### config.mk
export PLATFORM = sky130hd
export DESIGN_NAME = scs_regs
export DESIGN_NICKNAME = d
export VERILOG_FILES = /design/src/hdl/scs_pkg.sv /design/src/hdl/scs_regs.sv
export SDC_FILE = /design/constraint.sdc
export NUM_CORES = 1
export LEC_CHECK = 0
export BUFFER_PORTS_ARGS = -buffer_cell sky130_fd_sc_hd__buf_2
export CAP_MARGIN = 15
export CELL_PAD_IN_SITES_DETAIL_PLACEMENT = 1
export CELL_PAD_IN_SITES_GLOBAL_PLACEMENT = 2
export CORE_MARGIN = 2
export CORE_UTILIZATION = 32
export DETAILED_ROUTE_END_ITERATION = 8
export GPL_TIMING_DRIVEN = 0
export PLACE_DENSITY = 0.9
export SLEW_MARGIN = 30
export SYNTH_ARGS = -nofsm -noshare
export SYNTH_HDL_FRONTEND = slang
export SYNTH_SLANG_ARGS = --single-unit
### constraint.sdc
create_clock -name I_REF_CLK -period 2.1 [get_ports I_REF_CLK]
set_input_delay 0.105 -clock I_REF_CLK [delete_from_list [all_inputs] [get_ports I_REF_CLK]]
set_output_delay 0.105 -clock I_REF_CLK [all_outputs]
set_load 0.01 [all_outputs]
### src/hdl/scs_pkg.sv
// Package with the offsets, field positions, reset values and types of the stepper configuration and status block.
package scs_pkg;
   localparam logic [7:0] ADDR_LIVE_FAULT = 8'h04;
   localparam logic [7:0] ADDR_X_OVERCURRENT = 8'h05;
   localparam logic [7:0] ADDR_Y_OVERCURRENT = 8'h06;
   localparam logic [7:0] ADDR_STEP_POSITION = 8'h07;
   localparam logic [7:0] STATUS_RESET = 8'h00;
   localparam int PARITY_BIT = 7;
   localparam int THERMAL_WARNING_BIT = 6;
   localparam int CHARGE_PUMP_BIT = 5;
   localparam int OPEN_X_BIT = 3;
   localparam int OPEN_Y_BIT = 2;
   localparam int OVERCURRENT_MSB = 6;
   localparam int OVERCURRENT_LSB = 3;
   localparam int THERMAL_SHUTDOWN_BIT = 2;
   localparam logic [4:0] CURRENT_RESET = 5'h00;
   localparam logic [1:0] SLOPE_RESET = 2'h0;
   localparam logic [9:0] CURRENT_MIN_MA = 10'h00f;
   localparam logic [9:0] CURRENT_MAX_MA = 10'h320;

   typedef enum logic [2:0] {
      STEP_1_32 = 3'b000,
      STEP_1_16 = 3'b001,
      STEP_1_8 = 3'b010,
      STEP_1_4 = 3'b011,
      STEP_HALF_UNCOMP = 3'b100,
      STEP_HALF_COMP = 3'b101,
      STEP_FULL = 3'b110,
      STEP_RESERVED = 3'b111
   } scs_step_type;

   // Per-bridge transistor order: positive top, positive bottom, negative top, negative bottom.
   typedef struct packed {
      logic pos_top;
      logic pos_bottom;
      logic neg_top;
      logic neg_bottom;
   } scs_bridge_type;

   typedef struct packed {
      logic thermal_warning_flag;
      logic charge_pump_fail;
      logic open_coil_x_flag;
      logic open_coil_y_flag;
      scs_bridge_type x_bridge;
      scs_bridge_type y_bridge;
      logic thermal_shutdown_flag;
   } scs_fault_type;

   typedef struct packed {
      logic [4:0] peak_current_select;
      logic [1:0] edge_slope_select;
      scs_step_type step_resolution_select;
   } scs_config_type;
endpackage : scs_pkg

### src/hdl/scs_regs.sv
// Configuration decode and read-only status registers of the stepper driver.
//
// Behaviour
// - Five-bit peak current code maps monotonically from 15 mA to 800 mA.
// - Two-bit slope code gives 150, 100, 50 or 25 V per microsecond.
// - Step code selects 1/32..1/4, half uncompensated, half compensated, full; 111 reserved.
// - Four status registers are read only; the latched 05h and 06h clear to zero at reset.
// - Register 04h: parity, thermal warning, charge pump, open X, open Y.
// - Registers 04h and 07h show live values; 07h holds micro-step position.
// - Register 05h: parity and latched X bridge over-current flags in bits 6..3.
// - Register 06h: parity, latched Y over-current bits 6..3, latched thermal shutdown bit 2.
`timescale 1ns/1ps
`default_nettype none
module scs_regs (
   input wire logic I_REF_CLK,
   input wire logic I_ARST_N,
   input wire logic I_CFG_WR,
   input wire scs_pkg::scs_config_type I_CFG_DATA,
   input wire logic I_RD_EN,
   input wire logic [7:0] I_RD_ADDR,
   input wire scs_pkg::scs_fault_type I_FAULT,
   input wire logic [6:0] I_STEP_POSITION,
   output logic [7:0] O_RD_DATA,
   output logic O_RD_VALID,
   output scs_pkg::scs_config_type O_CFG,
   output logic [9:0] O_COIL_CURRENT_PEAK_MA,
   output logic [7:0] O_SLOPE_V_PER_US,
   output logic [5:0] O_MICROSTEPS_PER_FULL,
   output logic O_STEP_RESERVED
);
   logic rst_meta_n;
   logic rst_n;

   always_ff @(posedge I_REF_CLK or negedge I_ARST_N) begin
      if (!I_ARST_N) begin
         rst_meta_n <= 1'b0;
         rst_n <= 1'b0;
      end else begin
         rst_meta_n <= 1'b1;
         rst_n <= rst_meta_n;
      end
   end

   function automatic logic [9:0] current_ma(input logic [4:0] code);
      logic [9:0] ma;
      ma = scs_pkg::CURRENT_MIN_MA;
      case (code)
         5'h00: ma = 10'd15;
         5'h01: ma = 10'd30;
         5'h02: ma = 10'd45;
         5'h03: ma = 10'd50;
         5'h04: ma = 10'd55;
         5'h05: ma = 10'd61;
         5'h06: ma = 10'd67;
         5'h07: ma = 10'd74;
         5'h08: ma = 10'd82;
         5'h09: ma = 10'd91;
         5'h0a: ma = 10'd100;
         5'h0b: ma = 10'd110;
         5'h0c: ma = 10'd122;
         5'h0d: ma = 10'd135;
         5'h0e: ma = 10'd149;
         5'h0f: ma = 10'd164;
         5'h10: ma = 10'd181;
         5'h11: ma = 10'd200;
         5'h12: ma = 10'd221;
         5'h13: ma = 10'd244;
         5'h14: ma = 10'd269;
         5'h15: ma = 10'd297;
         5'h16: ma = 10'd328;
         5'h17: ma = 10'd362;
         5'h18: ma = 10'd400;
         5'h19: ma = 10'd441;
         5'h1a: ma = 10'd487;
         5'h1b: ma = 10'd538;
         5'h1c: ma = 10'd594;
         5'h1d: ma = 10'd656;
         5'h1e: ma = 10'd724;
         default: ma = scs_pkg::CURRENT_MAX_MA;
      endcase
      return ma;
   endfunction : current_ma

   // Even parity over the whole byte: bit 7 makes the count of ones even.
   function automatic logic [7:0] with_parity(input logic [6:0] body);
      return {^body, body};
   endfunction : with_parity

   // Configuration group.
   scs_pkg::scs_config_type next_cfg;
   logic [9:0] next_peak_ma;
   logic [7:0] next_slope;
   logic [5:0] next_usteps;
   logic next_reserved;

   always_comb begin
      next_cfg = I_CFG_WR ? I_CFG_DATA : O_CFG;
      next_peak_ma = current_ma(next_cfg.peak_current_select);
      case (next_cfg.edge_slope_select)
         2'h0: next_slope = 8'd150;
         2'h1: next_slope = 8'd100;
         2'h2: next_slope = 8'd50;
         default: next_slope = 8'd25;
      endcase
      next_reserved = 1'b0;
      case (next_cfg.step_resolution_select)
         scs_pkg::STEP_1_32: next_usteps = 6'd32;
         scs_pkg::STEP_1_16: next_usteps = 6'd16;
         scs_pkg::STEP_1_8: next_usteps = 6'd8;
         scs_pkg::STEP_1_4: next_usteps = 6'd4;
         scs_pkg::STEP_HALF_UNCOMP: next_usteps = 6'd2;
         scs_pkg::STEP_HALF_COMP: next_usteps = 6'd2;
         scs_pkg::STEP_FULL: next_usteps = 6'd1;
         default: begin
            next_usteps = 6'd0;
            next_reserved = 1'b1;
         end
      endcase
   end

   always_ff @(posedge I_REF_CLK or negedge rst_n) begin
      if (!rst_n) begin
         O_CFG <= '{scs_pkg::CURRENT_RESET, scs_pkg::SLOPE_RESET, scs_pkg::STEP_1_32};
         O_COIL_CURRENT_PEAK_MA <= scs_pkg::CURRENT_MIN_MA;
         O_SLOPE_V_PER_US <= 8'd150;
         O_MICROSTEPS_PER_FULL <= 6'd32;
         O_STEP_RESERVED <= 1'b0;
      end else begin
         O_CFG <= next_cfg;
         O_COIL_CURRENT_PEAK_MA <= next_peak_ma;
         O_SLOPE_V_PER_US <= next_slope;
         O_MICROSTEPS_PER_FULL <= next_usteps;
         O_STEP_RESERVED <= next_reserved;
      end
   end

   // Status group. There is no write path into it at all.
   scs_pkg::scs_bridge_type x_latched;
   scs_pkg::scs_bridge_type y_latched;
   logic tsd_latched;
   scs_pkg::scs_bridge_type next_x_latched;
   scs_pkg::scs_bridge_type next_y_latched;
   logic next_tsd_latched;
   logic [7:0] next_rd_data;
   logic rd_x;
   logic rd_y;

   always_comb begin
      rd_x = I_RD_EN && (I_RD_ADDR == scs_pkg::ADDR_X_OVERCURRENT);
      rd_y = I_RD_EN && (I_RD_ADDR == scs_pkg::ADDR_Y_OVERCURRENT);
      // A new fault in the read cycle is kept, as the set term wins over the clear.
      next_x_latched = (rd_x ? 4'h0 : x_latched) | I_FAULT.x_bridge;
      next_y_latched = (rd_y ? 4'h0 : y_latched) | I_FAULT.y_bridge;
      next_tsd_latched = (rd_y ? 1'b0 : tsd_latched) | I_FAULT.thermal_shutdown_flag;
      next_rd_data = O_RD_DATA;
      case (I_RD_ADDR)
         scs_pkg::ADDR_LIVE_FAULT: next_rd_data = with_parity({I_FAULT.thermal_warning_flag,
            I_FAULT.charge_pump_fail, 1'b0, I_FAULT.open_coil_x_flag, I_FAULT.open_coil_y_flag,
            2'b00});
         scs_pkg::ADDR_X_OVERCURRENT: next_rd_data = with_parity({x_latched, 3'b000});
         scs_pkg::ADDR_Y_OVERCURRENT: next_rd_data = with_parity({y_latched, tsd_latched, 2'b00});
         scs_pkg::ADDR_STEP_POSITION: next_rd_data = with_parity(I_STEP_POSITION);
         default: next_rd_data = scs_pkg::STATUS_RESET;
      endcase
      if (!I_RD_EN) begin
         next_rd_data = O_RD_DATA;
      end
   end

   always_ff @(posedge I_REF_CLK or negedge rst_n) begin
      if (!rst_n) begin
         x_latched <= '0;
         y_latched <= '0;
         tsd_latched <= 1'b0;
         O_RD_DATA <= scs_pkg::STATUS_RESET;
         O_RD_VALID <= 1'b0;
      end else begin
         x_latched <= next_x_latched;
         y_latched <= next_y_latched;
         tsd_latched <= next_tsd_latched;
         O_RD_DATA <= next_rd_data;
         O_RD_VALID <= I_RD_EN;
      end
   end
endmodule : scs_regs
`default_nettype wire

==> results.cfg <==
[status]
outcome = finished clean

[drt]
antenna_left = 0
drt-wirelength-per-cell_um = 16.2
first_iter_violations = 25
wl_met2_um = 3680
drcViolationCount = 0
drt-pass1-iter-count = 6
wl_met1_um = 3070
routed_wl_um = 7270
highest-signal-layer = met4
vias_per_cell = 4.88
vias = 2188
wl_met3_um = 460

[global_route]
track_usage = 0.163
antenna_found_initial = 0
grt_pass1_vias = 2330
grt_pass1_wl_um = 11600
grt_max_degree = 36
overflow = 0

[yosys]
synth-main-ff-cell = dfrtp_1
synth_edf_count = 0
async_reset_ff_frac = 1.00
yosysUniqueCellTypes = 49
avgSynthCellArea_um2 = 11.8
synth_top_area_cell = dfrtp_1
synthTopCellsByArea = dfrtp_1, dfstp_2, ha_1, mux2i_1, mux4_2
ys_seq_elements = 54
synthesis.area_um2 = 2720
syn_nets = 286
ys_seq_area_frac = 0.501
ys_warn_count = 0
yosysTopAreaCellShare = 0.414
postSynthCellCount = 231

[final_layout]
stdcell_count = 448
area_delta_synth_final_pct = 30.9
drive_gt1_frac = 0.379
num-nets-final = 397
n_antenna_cell = 0

[timing]
worst_pin_slew_ns = 0.525
final_max_slew_viol_count = 0
fin_crit_sh = 0.923
fmax_mhz = 516
skew_ns = 0.00736
maxSlewHeadroom = 0.640
setup_viol = 0
whs_ns = 0.0743
fin_crit_ns = 1.94
hold_violations = 0
rsz0062_at_grt = false

[die]
top_level_ports = 86
die_h_um = 96.2
start_util = 0.331
dieArea_um2 = 9250
core_region_area_um2 = 8220
num_rows = 33
fp.dieW_um = 96.2

[worst_hold_path]
worstHoldPathType = input pin to flop
min_from = I_STEP_POSITION[0]

[critical_path]
critPathArrivalTime_ns = 2.16
worstSetupStartpointType = flop
r2r_start = O_CFG[6]
critPathKind = flop to flop
critPathCaptureType = flop
cp.required_ns = 2.32
path_max_fanout = 12
crit_start = O_CFG[6]

[flow_run]
cap_violations = 0

[clocking]
h-tree-depth = 2
clock_sinks = 54
clk_latency_ns = 0.30
cts.path.max_buffers = 2
cts_tree = built
cts-buffers-inserted = 5
cts_root_buf = clkbuf_8
clk_pin_slew_ns = 0.10

[placed_design]
dp.cells = 422
place_hpwl_um = 5360
gp_congestion = 0.846
port_buffers = 85

[pwr]
ir_worst_vdd_uv = 226
p_leak_nw = 1.72
powerDensity_nw_per_um2 = 669
-- routing by layer --
layer,GRT usage,up-vias
li1,-,1031
met3,0.0321,6
met1,0.210,1077
met4,0.0405,0
met2,0.281,74
met5,0,-
-- final cells by class --
| cell class | instances | area (µm²) |
|---|---|---|
| multi-input combinational | 145 | 1220 |
| tap | 105 | 131 |
| buffer | 10 | 58.8 |
| inverter | 22 | 82.6 |
| fill | 931 | 4660 |
| sequential | 54 | 1370 |
| timing repair buffer | 104 | 613 |
| clock buffer | 7 | 76.3 |
| clock inverter | 1 | 7.51 |
-- cell usage after synthesis (all sizes together), types with 2 or more instances --
library cell / number
a31oi: 3
xnor3: 3
o31ai: 2
nor3: 3
a22oi: 2
mux2i: 16
dfrtp: 45
ha: 13
nand3: 4
a21o: 9
mux2: 3
nand2: 11
a21oi: 6
o22a: 3
xor2: 2
o22ai: 8
mux4: 4
nand4: 2
o221ai: 2
buf: 8
nor2: 17
dfstp: 9
clkbuf: 2
xnor2: 9
a211oi: 5
inv: 22
nor2b: 2
-- cell families after synthesis --
logic type,synth area share
buf+inv,0.0520
xor+xnor,0.0603
compound gates,0.128
other cells,0.00138
flops,0.501
simple gates,0.0823
mux,0.115
fa+ha+maj,0.0598
-- registers in the layout (all words and copies together), names as in the netlist, 4 cells and up --
name / cells
O_COIL_CURRENT_PEAK_MA: 10
O_SLOPE_V_PER_US: 7
y_latched: 4
x_latched: 4
O_RD_DATA: 8
O_CFG: 10
O_MICROSTEPS_PER_FULL: 6
-- stage by stage --
step / area, µm² / utilization / worst slack, ns / power [W] / TNS [ns]
CTS: 3520 / 0.429 / 0.0809 / 0.00241 / 0
global route: 3560 / 0.433 / 0.000464 / 0.00253 / 0
finish: 3560 / 0.433 / 0.162 / 0.00238 / 0
floorplan: 2720 / - / 0.246 / 0.00157 / 0
global placement: 3280 / 0.399 / -0.250 / 0.00178 / -7.41
detailed placement: 3300 / 0.402 / -0.306 / 0.00180 / -1.43
-- cell usage in the layout, fill, tap and decap left out, types with 4 or more instances in the layout --
| cell | n |
|---|---|
| a211oi_1 | 5 |
| a21o_1 | 9 |
| a21oi_1 | 6 |
| buf_2 | 90 |
| buf_4 | 7 |
| clkbuf_1 | 4 |
| clkbuf_8 | 5 |
| dfrtp_1 | 44 |
| dfstp_2 | 9 |
| dlygate4sd3_1 | 13 |
| ha_1 | 13 |
| inv_1 | 20 |
| mux2i_1 | 13 |
| mux4_2 | 4 |
| nand2_1 | 11 |
| nor2_1 | 17 |
| o22ai_1 | 8 |
| xnor2_1 | 9 |
-- path summary, 6_finish.rpt --
path | to | slack, ns | cells after the start
max | O_COIL_CURRENT_PEAK_MA[0] | 0.16 | 7
min | O_RD_DATA[0] | 0.07 | 3
max reg2reg | O_COIL_CURRENT_PEAK_MA[0] | 0.16 | 7
min reg2reg | O_SLOPE_V_PER_US[6] | 0.20 | 0
max in group asynchronous | O_COIL_CURRENT_PEAK_MA[1] | 1.36 | 1
min in group asynchronous | rst_n | 0.11 | 2
-- report_power, final --
part	switching, W	internal (W)	total (W)
combinational	0.000350	0.000286	0.000636
clock	0.000328	0.000237	0.000565
sequential	0.0000385	0.00114	0.00118
-- critical path, cell delays in order, from the launching register on --
cell and delay, ns:
dfrtp_1 0.41, mux2i_4 0.39, inv_2 0.20, ha_1 0.29
inv_1 0.13, mux4_2 0.24, nor2_1 0.04, a31oi_1 0.16
-- timing repair --
item,CTS,global route
setup endpoints to repair,5,3
cloned,0,0
endpoints found under the hold margin,14,0
resized for setup,1,0
setup buffers,0,5
hold buffers,13,0
Power figures use the tool's default switching activity.
